==> src/sp8_pkg.sv <==
// Package of shared constants for the serial-in parallel-out shift register
package sp8_pkg;
    localparam int STAGES = 8;
    localparam int FIFO_DEPTH = 32;
    localparam int PIN_COUNT = 3;
    localparam int PIN_CLK = 2;
    localparam int PIN_A = 1;
    localparam int PIN_B = 0;
    localparam logic [STAGES-1:0] STAGE_RESET = 8'h00;
    localparam logic [PIN_COUNT-1:0] PIN_RESET = 3'h0;
endpackage

==> src/sp8_shift.sv <==
// Serial-in parallel-out shift register with snapshot FIFO
`timescale 1ns/1ps

////////////////////////////////////////////////////////////////////////////////
module sp8_fifo #(
    parameter int WIDTH = 8,
    parameter int DEPTH = 32
) (
    // Clock and reset
    input wire logic core_clk,
    input wire logic reset,
    // Fill side
    input wire logic in_valid,
    output logic in_ready,
    input wire logic [WIDTH-1:0] in_data,
    // Drain side
    output logic out_valid,
    input wire logic out_ready,
    output logic [WIDTH-1:0] out_data
);
    localparam int AW = $clog2(DEPTH);
    localparam int CW = $clog2(DEPTH + 1);

    logic [WIDTH-1:0] mem [DEPTH];
    logic [AW-1:0] wr_ptr_r;
    logic [AW-1:0] rd_ptr_r;
    logic [CW-1:0] cnt_r;
    logic [CW-1:0] cnt_nxt;
    logic space_r;
    logic out_valid_r;
    logic [WIDTH-1:0] out_data_r;
    wire push = in_valid & space_r;
    wire pop = (cnt_r != '0) & (~out_valid_r | out_ready);

    assign cnt_nxt = cnt_r + CW'(push) - CW'(pop);
    assign in_ready = space_r;
    assign out_valid = out_valid_r;
    assign out_data = out_data_r;

    // Storage has no reset, so it maps onto plain RAM
    always_ff @(posedge core_clk) begin
        if (push) begin
            mem[wr_ptr_r] <= in_data;
        end
    end

    always_ff @(posedge core_clk or posedge reset) begin
        if (reset) begin
            wr_ptr_r <= '0;
            rd_ptr_r <= '0;
            cnt_r <= '0;
            space_r <= 1'b1;
        end else begin
            wr_ptr_r <= push ? wr_ptr_r + AW'(1) : wr_ptr_r;
            rd_ptr_r <= pop ? rd_ptr_r + AW'(1) : rd_ptr_r;
            cnt_r <= cnt_nxt;
            space_r <= (cnt_nxt != CW'(DEPTH));
        end
    end

    // Registered head keeps drain outputs straight from flops
    always_ff @(posedge core_clk or posedge reset) begin
        if (reset) begin
            out_valid_r <= 1'b0;
            out_data_r <= '0;
        end else if (pop) begin
            out_valid_r <= 1'b1;
            out_data_r <= mem[rd_ptr_r];
        end else if (out_ready) begin
            out_valid_r <= 1'b0;
        end
    end

    ////////////////////////////////////////////////////////////////////////////
    // Checks
    AST_HEAD_HOLD: assert property (@(posedge core_clk) disable iff (reset)
        (out_valid_r && !out_ready) |=> out_valid_r && $stable(out_data_r))
        else $error("snapshot head changed while waiting");

    AST_NO_OVERFILL: assert property (@(posedge core_clk) disable iff (reset)
        cnt_r <= CW'(DEPTH))
        else $error("snapshot fifo count above depth");
endmodule

////////////////////////////////////////////////////////////////////////////////
module sp8_shift
    import sp8_pkg::*;
(
    // Clock and reset
    input wire logic core_clk,
    input wire logic reset,
    // Pins from the driving logic
    input wire logic serial_in_a,
    input wire logic serial_in_b,
    input wire logic shift_clock,
    input wire logic master_clear_n,
    // Parallel stage outputs
    output logic stage_out_first,
    output logic [STAGES-2:0] stage_out_rest,
    // Snapshot stream
    output logic snap_valid,
    input wire logic snap_ready,
    output logic [STAGES-1:0] snap_data,
    output logic capture_ready
);
    logic [PIN_COUNT-1:0] pin_s1_r;
    logic [PIN_COUNT-1:0] pin_s2_r;
    logic [PIN_COUNT-1:0] pin_s3_r;
    logic [PIN_COUNT-1:0] pin_filt_r;
    logic [PIN_COUNT-1:0] pin_filt_nxt;
    logic [PIN_COUNT-1:0] pin_agree;
    logic [STAGES-1:0] stage_r;
    logic [STAGES-1:0] stage_nxt;
    logic push_r;

    ////////////////////////////////////////////////////////////////////////////
    // Three-flop pin sampling; first flop feeds only the second
    always_ff @(posedge core_clk or posedge reset) begin
        if (reset) begin
            pin_s1_r <= PIN_RESET;
            pin_s2_r <= PIN_RESET;
            pin_s3_r <= PIN_RESET;
            pin_filt_r <= PIN_RESET;
        end else begin
            pin_s1_r <= {shift_clock, serial_in_a, serial_in_b};
            pin_s2_r <= pin_s1_r;
            pin_s3_r <= pin_s2_r;
            pin_filt_r <= pin_filt_nxt;
        end
    end

    // A pin change counts only once flops two and three agree
    assign pin_agree = ~(pin_s2_r ^ pin_s3_r);
    assign pin_filt_nxt = (pin_agree & pin_s3_r) | (~pin_agree & pin_filt_r);

    // Rising edge only; falling edge is ignored
    wire shift_evt = pin_agree[PIN_CLK] & pin_s3_r[PIN_CLK] & ~pin_filt_r[PIN_CLK];
    // Settled data level from before the edge, for setup margin
    wire data_a = pin_filt_r[PIN_A];
    wire data_b = pin_filt_r[PIN_B];
    // Either input acts as data enable
    wire first_in = data_a & data_b;
    // Clear is asynchronous, so stages drop without a clock
    wire stage_clr = reset | ~master_clear_n;

    ////////////////////////////////////////////////////////////////////////////
    // Shift chain
    assign stage_nxt = shift_evt ? {stage_r[STAGES-2:0], first_in} : stage_r;

    // Clear sits in the async branch, so it outranks any edge
    always_ff @(posedge core_clk or posedge stage_clr) begin
        if (stage_clr) begin
            stage_r <= STAGE_RESET;
            push_r <= 1'b0;
        end else begin
            stage_r <= stage_nxt;
            push_r <= shift_evt;
        end
    end

    // Outputs are the stage flops themselves
    assign stage_out_first = stage_r[0];
    assign stage_out_rest = stage_r[STAGES-1:1];

    ////////////////////////////////////////////////////////////////////////////
    // Snapshot FIFO; a word is dropped when full since shifting never stalls
    sp8_fifo #(
        .WIDTH(STAGES),
        .DEPTH(FIFO_DEPTH)
    ) u_fifo (
        .core_clk(core_clk),
        .reset(reset),
        .in_valid(push_r),
        .in_ready(capture_ready),
        .in_data(stage_r),
        .out_valid(snap_valid),
        .out_ready(snap_ready),
        .out_data(snap_data)
    );

    ////////////////////////////////////////////////////////////////////////////
    // Checks
    AST_CLEAR_LOW: assert property (@(posedge core_clk) disable iff (reset)
        !master_clear_n |-> (stage_out_first == 1'b0) && (stage_out_rest == '0))
        else $error("stages not low while clear is active");

    AST_CLEAR_WINS: assert property (@(posedge core_clk) disable iff (reset)
        (shift_evt && !master_clear_n) ##1 !master_clear_n |-> stage_r == STAGE_RESET)
        else $error("clock edge overrode active clear");

    AST_SHIFT_MOVE: assert property (@(posedge core_clk) disable iff (reset)
        (shift_evt && master_clear_n) ##1 master_clear_n |->
        stage_r[STAGES-1:1] == $past(stage_r[STAGES-2:0]))
        else $error("stages did not move up by one");

    AST_FIRST_AND: assert property (@(posedge core_clk) disable iff (reset)
        (shift_evt && master_clear_n) ##1 master_clear_n |->
        stage_r[0] == ($past(data_a) & $past(data_b)))
        else $error("first stage is not AND of serial inputs");

    AST_HOLD: assert property (@(posedge core_clk) disable iff (reset)
        (!shift_evt && master_clear_n) ##1 master_clear_n |-> $stable(stage_r))
        else $error("stages changed without rising shift edge");

    AST_EDGE_ONCE: assert property (@(posedge core_clk) disable iff (reset)
        shift_evt |=> !shift_evt)
        else $error("one shift edge counted twice");

    AST_SNAPSHOT: assert property (@(posedge core_clk) disable iff (reset)
        (shift_evt && master_clear_n) ##1 master_clear_n |-> push_r)
        else $error("shift not offered to snapshot fifo");

    AST_CLEAR_NO_PUSH: assert property (@(posedge core_clk) disable iff (reset)
        !master_clear_n |-> !push_r)
        else $error("snapshot offered while clear is active");
endmodule

==> config.mk <==
export PLATFORM = sky130hd
export DESIGN_NAME = sp8_shift
export DESIGN_NICKNAME = d
export VERILOG_FILES = /design/src/sp8_pkg.sv /design/src/sp8_shift.sv
export SDC_FILE = /design/constraint.sdc
export NUM_CORES = 1
export LEC_CHECK = 0
export BUFFER_PORTS_ARGS = -buffer_cell sky130_fd_sc_hd__buf_2
export CORE_ASPECT_RATIO = 2
export CORE_UTILIZATION = 62
export DETAILED_ROUTE_END_ITERATION = 7
export PLACE_DENSITY = 0.83
export SLEW_MARGIN = 30
export SYNTH_ARGS = -nofsm -noshare
export SYNTH_HDL_FRONTEND = slang
export SYNTH_SLANG_ARGS = --single-unit
==> constraint.sdc <==
create_clock -name core_clk -period 4.3 [get_ports core_clk]
set_input_delay 0.215 -clock core_clk [delete_from_list [all_inputs] [get_ports core_clk]]
set_output_delay 0.215 -clock core_clk [all_outputs]
set_load 0.01 [all_outputs]
# After elaboration in Yosys (flattened, before gate mapping)
# Memory sizes are Yosys's and may differ from the RTL's. A register that Yosys moved wholly into a read port is not among the register bits.
# Cells that the tools add are included.
# op_classes
n_addsub	4
n_eq_ne	1
n_mux	4
bitwise_logic	16
n_reduce_logical	2
# op_table
cell	count
$add A5 B1 Y5 const B	2
$add A6 B1 Y6	1
$and A3 B3 Y3	2
$ne A6 B6 Y1 const B	1
$not A3 Y3	2
$reduce_bool A6 Y1	1
$sub A6 B1 Y6	1
$and A1 B1 Y1	5
$mux W1	4
$not A1 Y1	3
$or A3 B3 Y3	1
$xor A3 B3 Y3	1
$or A1 B1 Y1	2
$reduce_bool A2 Y1	1
# totals
reg_bits	39
ramBits	256
in_bits	7
out_inout_bits	18
word_cells	39
memories	1
# memory_table
memory	words	width	read_ports	rd_ports_with_merged_regs	write_ports	line	source
u_fifo.mem	32	8	1	1	1	sp8_shift.sv:24	logic [WIDTH-1:0] mem [DEPTH];

# Depth between registers and ports, before layout
# Gate-level depths: netlist (run 1).
# depth
ltp_word	5
depth_mapped	15
ltp_nobuf	14

# Cells and area by module
# Synthesis (run 1) repeated with hierarchy kept, for this count alone.
# hier_totals
cells_unflattened	650
area_unflattened_um2	11947.7
# by_module_without_submodules
module	n_inst	cells_each	area_each_um2	seq_area_each_um2
sp8_fifo	1	610	11217.0	8339.2
sp8_shift	1	40	730.7	525.5

# Least setup slack after synthesis (run 1)
# Ideal clock, no wire load.
# synth_timing
kind	register to register
startpoint	register u_fifo.cnt_r[2]
endpoint	register u_fifo.space_r, in the netlist u_fifo.in_ready
setup_ns	0.094
arrival_time_ns	3.233
required_time_ns	4.206
path_slack_ns	0.973
stages_incl_launch_ff	14
n_path_buf	1
synth_period_minus_slack_ns	3.327
cell_sequence	dfrtp_1 > inv_1 > ha_1 > nor4bb_1 > a21oi_1 > clkbuf_1 > ha_1 > inv_1 > ha_1 > inv_1 > fa_1 > inv_1 > or3_1 > or4b_1
# synth_between
elab_chain_cells	4
elab_cells_between_ends	5
classes_between	2 x add/sub; 1 x eq/ne; 1 x bitwise; 1 x reduce/logical
# synth_rtl
item	line	source
from (decl)	sp8_shift.sv:27	logic [CW-1:0] cnt_r;
from (signal assigned)	sp8_shift.sv:56	cnt_r <= cnt_nxt;
$reduce_bool A6 Y1	sp8_shift.sv:33	wire pop = (cnt_r != '0) & (~out_valid_r | out_ready);
$and A1 B1 Y1	sp8_shift.sv:33	
via u_fifo.pop	sp8_shift.sv:33	
$sub A6 B1 Y6	sp8_shift.sv:35	assign cnt_nxt = cnt_r + CW'(push) - CW'(pop);
via u_fifo.cnt_nxt[1]	sp8_shift.sv:28	logic [CW-1:0] cnt_nxt;
$ne A6 B6 Y1	sp8_shift.sv:57	space_r <= (cnt_nxt != CW'(DEPTH));
to (signal assigned)	sp8_shift.sv:57	
to (decl)	sp8_shift.sv:29	logic space_r;
# The timed path passes the listed nets, and every way through them passes these cells.
# A chain may end at the register's enable or synchronous reset.

# Worst setup path in the final report (run 1)
# layout_timing
startpoint	register u_fifo.cnt_r[2]
endpoint	register u_fifo.space_r, in the netlist u_fifo.in_ready
# layout_between
elab_chain_cells	4
elab_cells_between_ends	5
classes_between	2 x add/sub; 1 x eq/ne; 1 x bitwise; 1 x reduce/logical
# layout_rtl
item	line
parallel branches: the longest is 2 deep, another holds $add A6 B1 Y6	n/a
$sub A6 B1 Y6 (*)	sp8_shift.sv:35
via u_fifo.cnt_nxt[2]	sp8_shift.sv:28
$ne A6 B6 Y1 (*)	sp8_shift.sv:57
# Mark *: on every way through the listed nets, which the timed path passes.

==> metrics, run 1 <==
post-route setup slack 0.8578 ns; Pre-antenna DRT Iters 5; Critical Path AT 3.89 ns; ANT cells 0; CTS Sinks 303; setup TNS 0 ns; asr flop ratio synth 15.51%; Pleak 4.586 nW; H-Tree Depth 1; met3 Track Usage GR 2.683%; vias in the first global route 6125; Tightest Pin Transition 0.9376 ns; 1st-iter DRT viols 397; FMAX 290.5 MHz; initial antenna violation count 0; reg2reg setup slack 0.86 ns; layout cells sized above 1 19.83%; CP Class flop to flop; Clock Tree Root clkbuf_16; Max clock buf depth 3; DRT antenna net count 0; ys flop type edfxtp_1; Max IR drop VDD 0.0005367 V; CTS Hold Bufs 6; Num CTS Buffers 24; Hold/Removal Path Class input port to async pin; number of synthesized register bits 303; Post-Place Cell Area 12230 µm²; required time worst endpoint 4.74 ns; Seq/Total Area, Yosys 74.59%; gpl congestion 0.9299; Pwr Density 651.6 nW/µm²; synthesis-to-finish area growth 10.40%; Tot GR Track Use 24.15%; final clock skew 0.01015 ns; count of final setup violators 0; met2 Use GR 43.09%; nature of the critical path endpoint flop; RSZ-0062 raised after global routing false; pre-CTS setup slack 0.9024 ns; final instance area 13120 µm²; Warnings, synthesis 0; Vias/cell 6.108; DR WL/cell 23.28 µm; Mapped Cells 647; largest net degree at the start of global routing 39; # port buffers 24; first-pass GRT wire length 34.73 mm; WHS 0.1349 ns; die area 19760 µm²; vias 5839; Max-Cap Viols 0; Netlist cell types 44; Top Ports 25; startpoint types flop; fin nets 705; WL final 22.26 mm; Initial Utilization 63.40%; Tot Pwr 8.549 mW; M1 GR Usage 28.17%; Slew Limit Fails 0; Fin. Hold Viols 0; DR DRC count 0; Post-CTS Resized 0; CTS tree done; synthesized cell area 11880 µm²; Post-synth EDFFs 256; Core Area 18740 µm²; biggest fanout along the worst timing path 16; CTS clk-pin slew, worst paths 0.07 ns; row count 71; max_slew headroom 37.49%; setup bufs post-CTS 0; Die W 99.90 µm; outcome finished clean; Synth Net Count 669; Syn Area/Cell 18.37 µm²; Final period util 80.05%; most used routing layer met2; grt total ovfl 0; die height 197.8 µm; fin crit period 3.442 ns; hpwl dp 14.52 mm; Clock Latency Late Sink 0.53 ns
power breakdown:
| part | internal, mW | total (mW) | switching [mW] |
|---|---|---|---|
| registers | 3.67 | 4.23 | 0.562 |
| clock network | 1.31 | 2.30 | 0.993 |
| logic | 0.958 | 2.02 | 1.06 |
| total | 5.93 | 8.55 | 2.62 |
cell families (layout without fill, tap and decap cells):
family	Yosys count	in the layout	share of synthesized area (%)
DFF	303	303	74.59
and+or+nand+nor	110	110	4.390
muxes	105	105	13.23
AOI/OAI and AO/OA	54	54	3.190
buffers and inverters	48	102	2.043
adders and majority gates	17	17	1.811
xor gates and xnor gates	10	10	0.7370
worst max-delay path, stage by stage, from the launching register on:
cell and delay, ns:
dfrtp_1 0.41, inv_1 0.10, ha_1 0.15, nor4bb_1 0.36, a21oi_1 0.08, buf_4 0.21, ha_1 0.30, inv_1 0.06
ha_1 0.16, inv_1 0.07, fa_1 0.44, xnor2_1 0.17, or3_1 0.34, or4b_1 0.51
registers in the layout (all words and copies together), names as in the netlist, named ones only:
register	cells
stage_r	8
u_fifo.mem	256
pin_s1_r	3
pin_s3_r	3
u_fifo.in_ready	1
u_fifo.cnt_r	6
u_fifo.out_valid	1
u_fifo.out_data	8
u_fifo.rd_ptr_r	5
pin_s2_r	3
push_r	1
u_fifo.wr_ptr_r	5
cell usage after synthesis, types with 2 or more instances:
master     instances  area (µm²)
nand3b_1           3       22.52
nand3_1            2       10.01
clkbuf_1           8       30.03
inv_1             20       75.07
dfrtp_1           46        1151
a21oi_1            3       15.01
nand4_1            3       18.77
or3_1              2       12.51
nand2_1           20       75.07
maj3_1             2       20.02
buf_6              6       67.56
xor2_1             3       26.28
buf_1              2       7.510
or3b_2             2       17.52
a2111oi_1          7       70.07
nor2b_1            3       18.77
mux2i_1           48       480.5
xnor2_1            7       61.31
buf_2             11       55.05
mux2_2            17       191.4
mux4_2            40       900.9
nand2b_1           2       12.51
a22o_1             8       70.07
ha_1              14       175.2
o21ai_0           15       75.07
edfxtp_1         256        7687
nor2_1            51       191.4
nor3_1             8       40.04
nor4_1             8       50.05
o22ai_1           16       100.1
metrics by stage:
stage	std cells	util [%]
after global placement	905	65.15
final	956	70.00
after global routing	956	70.00
after detailed placement	906	65.24
after floorplan	647	-
after CTS	956	69.97
layer usage:
layer,wire length (µm),up-vias
met4,1116,0
li1,-,2600
met3,934,62
met2,12250,192
met1,7956,2985
met5,0,-
final cells by class:
| cell class | count | area [µm²] |
|---|---|---|
| multi-input combinational | 296 | 2776 |
| fill | 1082 | 5624 |
| clock inverter | 17 | 192.7 |
| inverter | 20 | 75.07 |
| timing repair buffer | 38 | 247.7 |
| clock buffer | 27 | 633.1 |
| sequential | 303 | 8876 |
| tap | 255 | 319.1 |
path summary, 6_finish.rpt:
| path | end | startpoint | cells past startpoint |
|---|---|---|---|
| min in group core_clk | pin_s1_r[2] | shift_clock | 2 |
| setup reg to reg | u_fifo.in_ready | u_fifo.cnt_r[2] | 13 |
| hold reg to reg | pin_s2_r[2] | pin_s1_r[2] | 0 |
| max in group asynchronous | stage_r[5] | reset | 3 |
| setup / recovery | u_fifo.in_ready | u_fifo.cnt_r[2] | 13 |
| hold / removal | pin_s3_r[2] | reset | 3 |
cell usage in the layout (no fill, tap or decap), types with 5 or more instances in the layout:
cell and count:
inv_1 20, dfrtp_1 39, buf_2 24, ha_1 14, dfrtp_2 6, clkinv_1 5
o22ai_1 16, a22o_1 8, mux2_2 17, mux2i_1 48, o21ai_0 15, edfxtp_1 256
mux4_2 40, nor2_1 51, clkbuf_16 25, dlygate4sd3_1 6, buf_4 7, a2111oi_1 7
nand2_1 20, nor4_1 8, nor3_1 8, xnor2_1 7
(Power assumes the default switching activity.)
==> run 2, diff against run 1 <==
Settings changed: ABC_AREA from default to 1.
Clock period 4.3 ns to 3.4 ns, I/O delays scaled along.
==> metrics, run 2 <==
outcome finished clean (unchanged); synthesized cell area 12800 µm² (was 11880 µm²); post-route setup slack 0.5406 ns (was 0.8578 ns); first-pass GRT wire length 45.33 mm (was 34.73 mm); met3 WL 1.686 mm (was 934 µm); Core Area 20370 µm² (was 18740 µm²); Pleak 5.856 nW (was 4.586 nW); setup TNS 0 ns (unchanged); Metal-1 WL 9.788 mm (was 7.956 mm); nature of the critical path endpoint flop (unchanged); Seq/Total Area, Yosys 69.27% (was 74.59%); Pre-antenna DRT Iters 6 (was 5); commonest non-fill, non-tap cell in the layout nand2_1 (was edfxtp_1); gpl congestion 0.9313 (was 0.9299); Vias/cell 5.672 (was 6.108); Netlist cell types 24 (was 44); Synth Area in Simple Gates 20.53% (was 4.390%); biggest fanout along the worst timing path 12 (was 16); Slew Limit Fails 0 (unchanged); fin nets 1252 (was 705); largest family of logic cells by synthesized area simple AND/OR/NAND/NOR gates (was multiplexers); DRT antenna net count 0 (unchanged); Yosys top cell area share 60.07% (was 64.69%); Syn Area/Cell 10.62 µm² (was 18.37 µm²); Hold/Removal Path Class input port to flop (was input port to async pin); fraction of the mapped netlist area in adder cells 1.682% (was 1.811%); WL final 29.26 mm (was 22.26 mm); number of synthesized register bits 303 (unchanged); r2r endpoint u_fifo.in_ready (unchanged); row count 74 (was 71); ANT cells 0 (unchanged); Initial Utilization 62.83% (was 63.40%); FMAX 349.7 MHz (was 290.5 MHz); XOR/XNOR Fraction of Synth Area 0.6844% (was 0.7370%); grt total ovfl 0 (unchanged); worst r2r path cells 15 (was 13); startpoint types flop (unchanged); met2 WL post-DR 15.65 mm (was 12.25 mm); post-synthesis mux area share 0.08799% (was 13.23%); CTS Sinks 303 (unchanged); Fin. Hold Viols 0 (unchanged); max reg flops 256 (unchanged); Die W 103.6 µm (was 99.90 µm); Net Sw Frac 37.85% (was 30.62%); Max-Cap Viols 0 (unchanged); hold path depth 2; Tot GR Track Use 28.59% (was 24.15%); Comb power frac 34.2% (was 23.6%); hold worst-path end pin_s1_r[0]; CTS tree done (unchanged); CTS clk-pin slew, worst paths 0.07 ns (about the same); reg2reg setup slack 0.54 ns (was 0.86 ns); RR Startpoint u_fifo.cnt_r[2] (unchanged); top area cells in the synthesized netlist edfxtp_1 60%, nand2_1 11%, dfrtp_1 9.0%, nand3_1 6.3%, inv_1 3.9% (was edfxtp_1 65%, dfrtp_1 9.7%, mux4_2 7.6%, mux2i_1 4.0%, nor2_1 1.6%); die area 21250 µm² (was 19760 µm²); required time worst endpoint 3.87 ns (was 4.74 ns); top cell type by total area after synthesis edfxtp_1 (unchanged); Clock Tree Root clkbuf_16 (unchanged); H-Tree Depth 1 (unchanged); Top Ports 25 (unchanged); vias 8588 (was 5839); largest net degree at the start of global routing 73 (was 39); initial antenna violation count 0 (unchanged); Num CTS Buffers 24 (unchanged); Tot Pwr 11.62 mW (was 8.549 mW); commonest cells in the netlist 387 x nand2_1, 256 x edfxtp_1, 160 x nand3_1 (was 256 x edfxtp_1, 51 x nor2_1, 48 x mux2i_1); switching pwr 4.397 mW (was 2.618 mW); asr flop ratio synth 15.51% (unchanged); 1st-iter DRT viols 694 (was 397); pre-CTS setup slack 0.5877 ns (was 0.9024 ns); vias in the first global route 8539 (was 6125); worst path cell trace inv_1 > ha_1 > nand4_1 > nand2_1 > inv_1 > ha_1 > inv_1 > ha_1 > inv_1 > fa_1 > xnor2_1 > nor3_1 > nand3_1 > nor2_1 > nand2_1 (was inv_1 > ha_1 > nor4bb_1 > a21oi_1 > buf_4 > ha_1 > inv_1 > ha_1 > inv_1 > fa_1 > xnor2_1 > or3_1 > or4b_1); Clk pwr share 24.3% (was 26.9%); Post-synth EDFFs 256 (unchanged); Tightest Pin Transition 0.8814 ns (was 0.9376 ns); synthesis-to-finish area growth 9.660% (was 10.40%); DR WL/cell 19.32 µm (was 23.28 µm); Post-CTS Resized 0 (unchanged); Max IR drop VDD 0.0006485 V (was 0.0005367 V); most frequent cells in the layout 387 x nand2_1, 256 x edfxtp_1, 160 x nand3_1 (was 256 x edfxtp_1, 51 x nor2_1, 48 x mux2i_1); Synth Area in Compound Gates 1.545% (was 3.190%); layout cells sized above 1 7.452% (was 19.83%); Final Util 68.89% (was 70.00%); # port buffers 24 (unchanged); Pwr Density 827.9 nW/µm² (was 651.6 nW/µm²); Synth Net Count 1227 (was 669); count of final setup violators 0 (unchanged); CP most frequent cell inv_1; hpwl dp 18.84 mm (was 14.52 mm); setup bufs post-CTS 0 (unchanged); Worst Min Path Start serial_in_b; Final period util 84.10% (was 80.05%); CP peak stage delay 0.43 ns (was 0.51 ns); die height 205.2 µm (was 197.8 µm); ys flop type edfxtp_1 (unchanged); Clock Latency Late Sink 0.54 ns (was 0.53 ns); WHS 0.2639 ns (was 0.1349 ns); DR DRC count 0 (unchanged); CP Class flop to flop (unchanged); final clock skew 0.02075 ns (was 0.01015 ns); Warnings, synthesis 0 (unchanged); Critical Path AT 3.33 ns (was 3.89 ns); highest routed layer met4 (unchanged); CTS Hold Bufs 6 (unchanged); Slowest-stage cell, CP fa_1 (was or4b_1); part of the power in registers 41.5% (was 49.4%); most common cell in the synthesized netlist nand2_1 (was edfxtp_1); Max clock buf depth 3 (unchanged); Pint 7.221 mW (was 5.931 mW); max_slew headroom 41.24% (was 37.49%); RSZ-0062 raised after global routing false (unchanged); Largest Register u_fifo.mem (unchanged); fin crit period 2.859 ns (was 3.442 ns); Mapped Cells 1205 (was 647)
==> run 2: power by group through the flow <==
stage	clock network [mW]	logic, mW	registers [mW]
global placement	0	3.77	4.88
CTS	2.84	3.92	4.81
global route	2.96	4.37	4.85
floorplan	0	2.59	4.89
detailed placement	0	3.88	4.89
finish	2.82	3.98	4.82
==> run 2: layer usage <==
metal  track usage, %  up-vias
met5                0        -
met4            22.10        0
met3            2.914      120
met2            50.96      418
met1            31.35     4054
li1                 -     3996
==> run 2: final cells by class <==
class,count,area (µm²)
Clock buffer,32,711.9
Clock inverter,12,97.59
Fill cell,1402,6336
Inverter,139,523.0
Multi-Input combinational cell,710,3139
Sequential cell,303,8871
Tap cell,266,332.8
Timing Repair Buffer,52,357.8
==> run 2: kinds of logic (layout without fill, tap and decap cells) <==
group / count (synthesis) / after routing
DFF: 303 / 303
and+or+nand+nor: 643 / 643
AOI/OAI and AO/OA: 39 / 39
xor gates and xnor gates: 10 / 10
adders and majority gates: 17 / 17
buffers and inverters: 192 / 235
muxes: 1 / 1
==> run 2: worst max path at each step <==
stage                         start         endpoint  slack [ns]  cells past startpoint
floorplan           u_fifo.cnt_r[2]  u_fifo.in_ready        0.81                     16
global placement    u_fifo.cnt_r[2]  u_fifo.in_ready        0.76                     15
detailed placement  u_fifo.cnt_r[2]  u_fifo.in_ready        0.59                     15
CTS                 u_fifo.cnt_r[2]  u_fifo.in_ready        0.59                     15
global route        u_fifo.cnt_r[2]  u_fifo.in_ready        0.38                     15
finish              u_fifo.cnt_r[2]  u_fifo.in_ready        0.54                     15
==> run 2: worst max-delay path: cells and delay by family, from the launching register on <==
family	cells	cell delay (ns)
adders and majority gates	4	1.12
and+or+nand+nor	6	0.60
buffers and inverters	4	0.53
DFF	1	0.37
xor gates and xnor gates	1	0.18
==> run 2: metrics by stage <==
| stage | cell area, µm² | instances |
|---|---|---|
| 4_1_cts | 14030 | 1514 |
| 3_5_place_dp | 13160 | 1464 |
| 6_report | 14030 | 1514 |
| 2_1_floorplan | 12800 | 1205 |
| 3_3_place_gp | 13160 | 1464 |
| 5_1_grt | 14030 | 1514 |
==> run 3, diff against run 2 <==
Settings changed: CORE_UTILIZATION 62 to 56, PLACE_DENSITY 0.83 to 0.79.
Clock period 3.4 ns to 2.62 ns, I/O delays scaled along.
==> metrics, run 3 (synthesis gave the netlist of run 2 again) <==
outcome finished clean (unchanged); Vias/cell 5.523 (was 5.672); Buf/Inv on CP 5 (was 4); CTS Sinks 303 (unchanged); gpl congestion 0.9973 (was 0.9313); Initial Utilization 57.50% (was 62.83%); Clk pwr share 24.3% (about the same); synthesis-to-finish area growth 11.71% (was 9.660%); DR WL/cell 19.06 µm (was 19.32 µm); CTS tree done (unchanged); max_slew headroom 46.68% (was 41.24%); Comb power frac 35.0% (was 34.2%); fillers 1668 (was 1402); Slew Limit Fails 0 (unchanged); row count 77 (was 74); Max-Cap Viols 0 (unchanged); Pleak 5.989 nW (was 5.856 nW); pre-CTS setup slack 0.04393 ns (was 0.5877 ns); Clock Tree Root clkbuf_16 (unchanged); grt total ovfl 0 (unchanged); Max IR drop VDD 0.0007568 V (was 0.0006485 V); layout cells sized above 1 9.647% (was 7.452%); count of final setup violators 0 (unchanged); FMAX 406.8 MHz (was 349.7 MHz); CTS clk-pin slew, worst paths 0.07 ns (about the same); final clock skew 0.01295 ns (was 0.02075 ns); Hold/Removal Path Class input port to async pin (was input port to flop); CP Class flop to flop (unchanged); Fin. Hold Viols 0 (unchanged); switching pwr 5.784 mW (was 4.397 mW); fin nets 1279 (was 1252); Max clock buf depth 3 (unchanged); vias 8566 (was 8588); biggest fanout along the worst timing path 2 (was 12); Tightest Pin Transition 0.7968 ns (was 0.8814 ns); max reg flops 256 (unchanged); Tot Pwr 15.27 mW (was 11.62 mW); CP most frequent cell inv_1 (unchanged); part of the power in registers 40.7% (was 41.5%); initial antenna violation count 0 (unchanged); DR DRC count 0 (unchanged); nature of the critical path endpoint flop (unchanged); worst r2r path cells 15 (unchanged); Slowest-stage cell, CP fa_2 (was fa_1); RR Startpoint u_fifo.cnt_r[4] (was u_fifo.cnt_r[2]); most frequent cells in the layout 387 x nand2_1, 256 x edfxtp_1, 160 x nand3_1 (unchanged); ANT cells 0 (unchanged); area of the multi-input gates 3164 µm² (was 3139 µm²); first-pass GRT wire length 45.65 mm (was 45.33 mm); Pre-antenna DRT Iters 5 (was 6); reg2reg setup slack 0.16 ns (was 0.54 ns); worst path cell trace inv_1 > ha_1 > nand4_1 > nand2_1 > inv_1 > ha_4 > inv_1 > ha_2 > inv_1 > fa_2 > inv_1 > nor3_2 > nand3_1 > nor2_2 > nand2_1 (was inv_1 > ha_1 > nand4_1 > nand2_1 > inv_1 > ha_1 > inv_1 > ha_1 > inv_1 > fa_1 > xnor2_1 > nor3_1 > nand3_1 > nor2_1 > nand2_1); Die W 108.9 µm (was 103.6 µm); storage element area 8870 µm² (was 8871 µm²); die area 23500 µm² (was 21250 µm²); WHS 0.04132 ns (was 0.2639 ns); required time worst endpoint 3.07 ns (was 3.87 ns); vias in the first global route 8520 (was 8539); Final period util 93.82% (was 84.10%); Critical Path AT 2.91 ns (was 3.33 ns); # port buffers 24 (unchanged); Tot GR Track Use 26.35% (was 28.59%); r2r endpoint u_fifo.in_ready (unchanged); Clock Latency Late Sink 0.54 ns (about the same); kind of cell adding the most delay to the critical path adder cells (unchanged); post-route setup slack 0.1620 ns (was 0.5406 ns); Top Ports 25 (unchanged); WL final 29.56 mm (was 29.26 mm); Core Area 22260 µm² (was 20370 µm²); Num CTS Buffers 25 (was 24); hpwl dp 19.13 mm (was 18.84 mm); setup TNS 0 ns (unchanged); Pwr Density 1068 nW/µm² (was 827.9 nW/µm²); 1st-iter DRT viols 709 (was 694); startpoint types flop (unchanged); die height 215.8 µm (was 205.2 µm); Pint 9.481 mW (was 7.221 mW); Net Sw Frac 37.89% (was 37.85%); Largest Register u_fifo.mem (unchanged); largest net degree at the start of global routing 122 (was 73); commonest non-fill, non-tap cell in the layout nand2_1 (unchanged); H-Tree Depth 1 (unchanged); DRT antenna net count 0 (unchanged); fin crit period 2.458 ns (was 2.859 ns); CP peak stage delay 0.53 ns (was 0.43 ns)
[run 3: changes by cell type in the layout (fill, tap and decap cells not counted), sizes merged]
cell      change
buf          +26
clkinvlp      +2
inv           -2
bufinv        +1
clkbuf        +1
clkinv        -1
[run 3: per-stage QoR]
stage | area [µm²] | std cells | util [%]
floorplan | 12800 | 1205 | -
global placement | 13390 | 1498 | 60.18
detailed placement | 13390 | 1498 | 60.18
CTS | 14260 | 1549 | 64.06
global route | 14300 | 1551 | 64.24
finish | 14300 | 1551 | 64.24
[run 3: area by class of cell]
cell class | instances | area share [%]
Clock buffer | 33 | 4.726
Clock inverter | 12 | 0.8927
Inverter | 139 | 3.658
Multi-Input combinational cell | 710 | 22.13
Sequential cell | 303 | 62.04
Tap cell | 276 | 2.416
Timing Repair Buffer | 78 | 4.131
[run 3: power groups by stage]
stage / clock network (mW) / registers [mW] / logic [mW]
floorplan: 0 / 6.34 / 3.36
global placement: 0 / 6.29 / 5.10
detailed placement: 0 / 6.31 / 5.18
CTS: 3.74 / 6.21 / 5.23
global route: 3.91 / 6.26 / 5.83
finish: 3.70 / 6.22 / 5.34
[run 3: timing repair]
item                                    4_1_cts  5_1_grt
hold buffers                                  6        0
setup buffers                                 0        2
hold endpoints to repair                     50        0
resized for setup                             0        7
endpoints found under the setup margin        0        2
[run 3: worst reg2reg max path, stage by stage (launching register included)]
cell,delay (ns)
dfrtp_1,0.37
inv_1,0.09
ha_1,0.16
nand4_1,0.10
nand2_1,0.09
inv_1,0.08
ha_4,0.21
inv_1,0.05
ha_2,0.16
inv_1,0.06
fa_2,0.53
inv_1,0.07
nor3_2,0.15
nand3_1,0.10
nor2_2,0.09
nand2_1,0.06
[run 3: worst max path at each step]
| stage | startpoint | to | cells after the start | slack, ns |
|---|---|---|---|---|
| final | u_fifo.cnt_r[4] | u_fifo.in_ready | 15 | 0.16 |
| after global placement | u_fifo.cnt_r[2] | u_fifo.in_ready | 15 | 0.08 |
| after global routing | u_fifo.cnt_r[2] | u_fifo.in_ready | 15 | -0.02 |
| after CTS | u_fifo.cnt_r[2] | u_fifo.in_ready | 15 | 0.02 |
| after detailed placement | u_fifo.cnt_r[2] | u_fifo.in_ready | 15 | 0.04 |
| after floorplan | u_fifo.cnt_r[2] | u_fifo.in_ready | 16 | 0.03 |
[run 3: routing by layer]
layer / track usage (%) / up-vias / wire length (µm)
met5: 0 / - / 0
met4: 16.17 / 0 / 1849
met3: 3.171 / 95 / 1865
met2: 46.98 / 382 / 16000
met1: 29.06 / 4049 / 9844
li1: - / 4040 / -
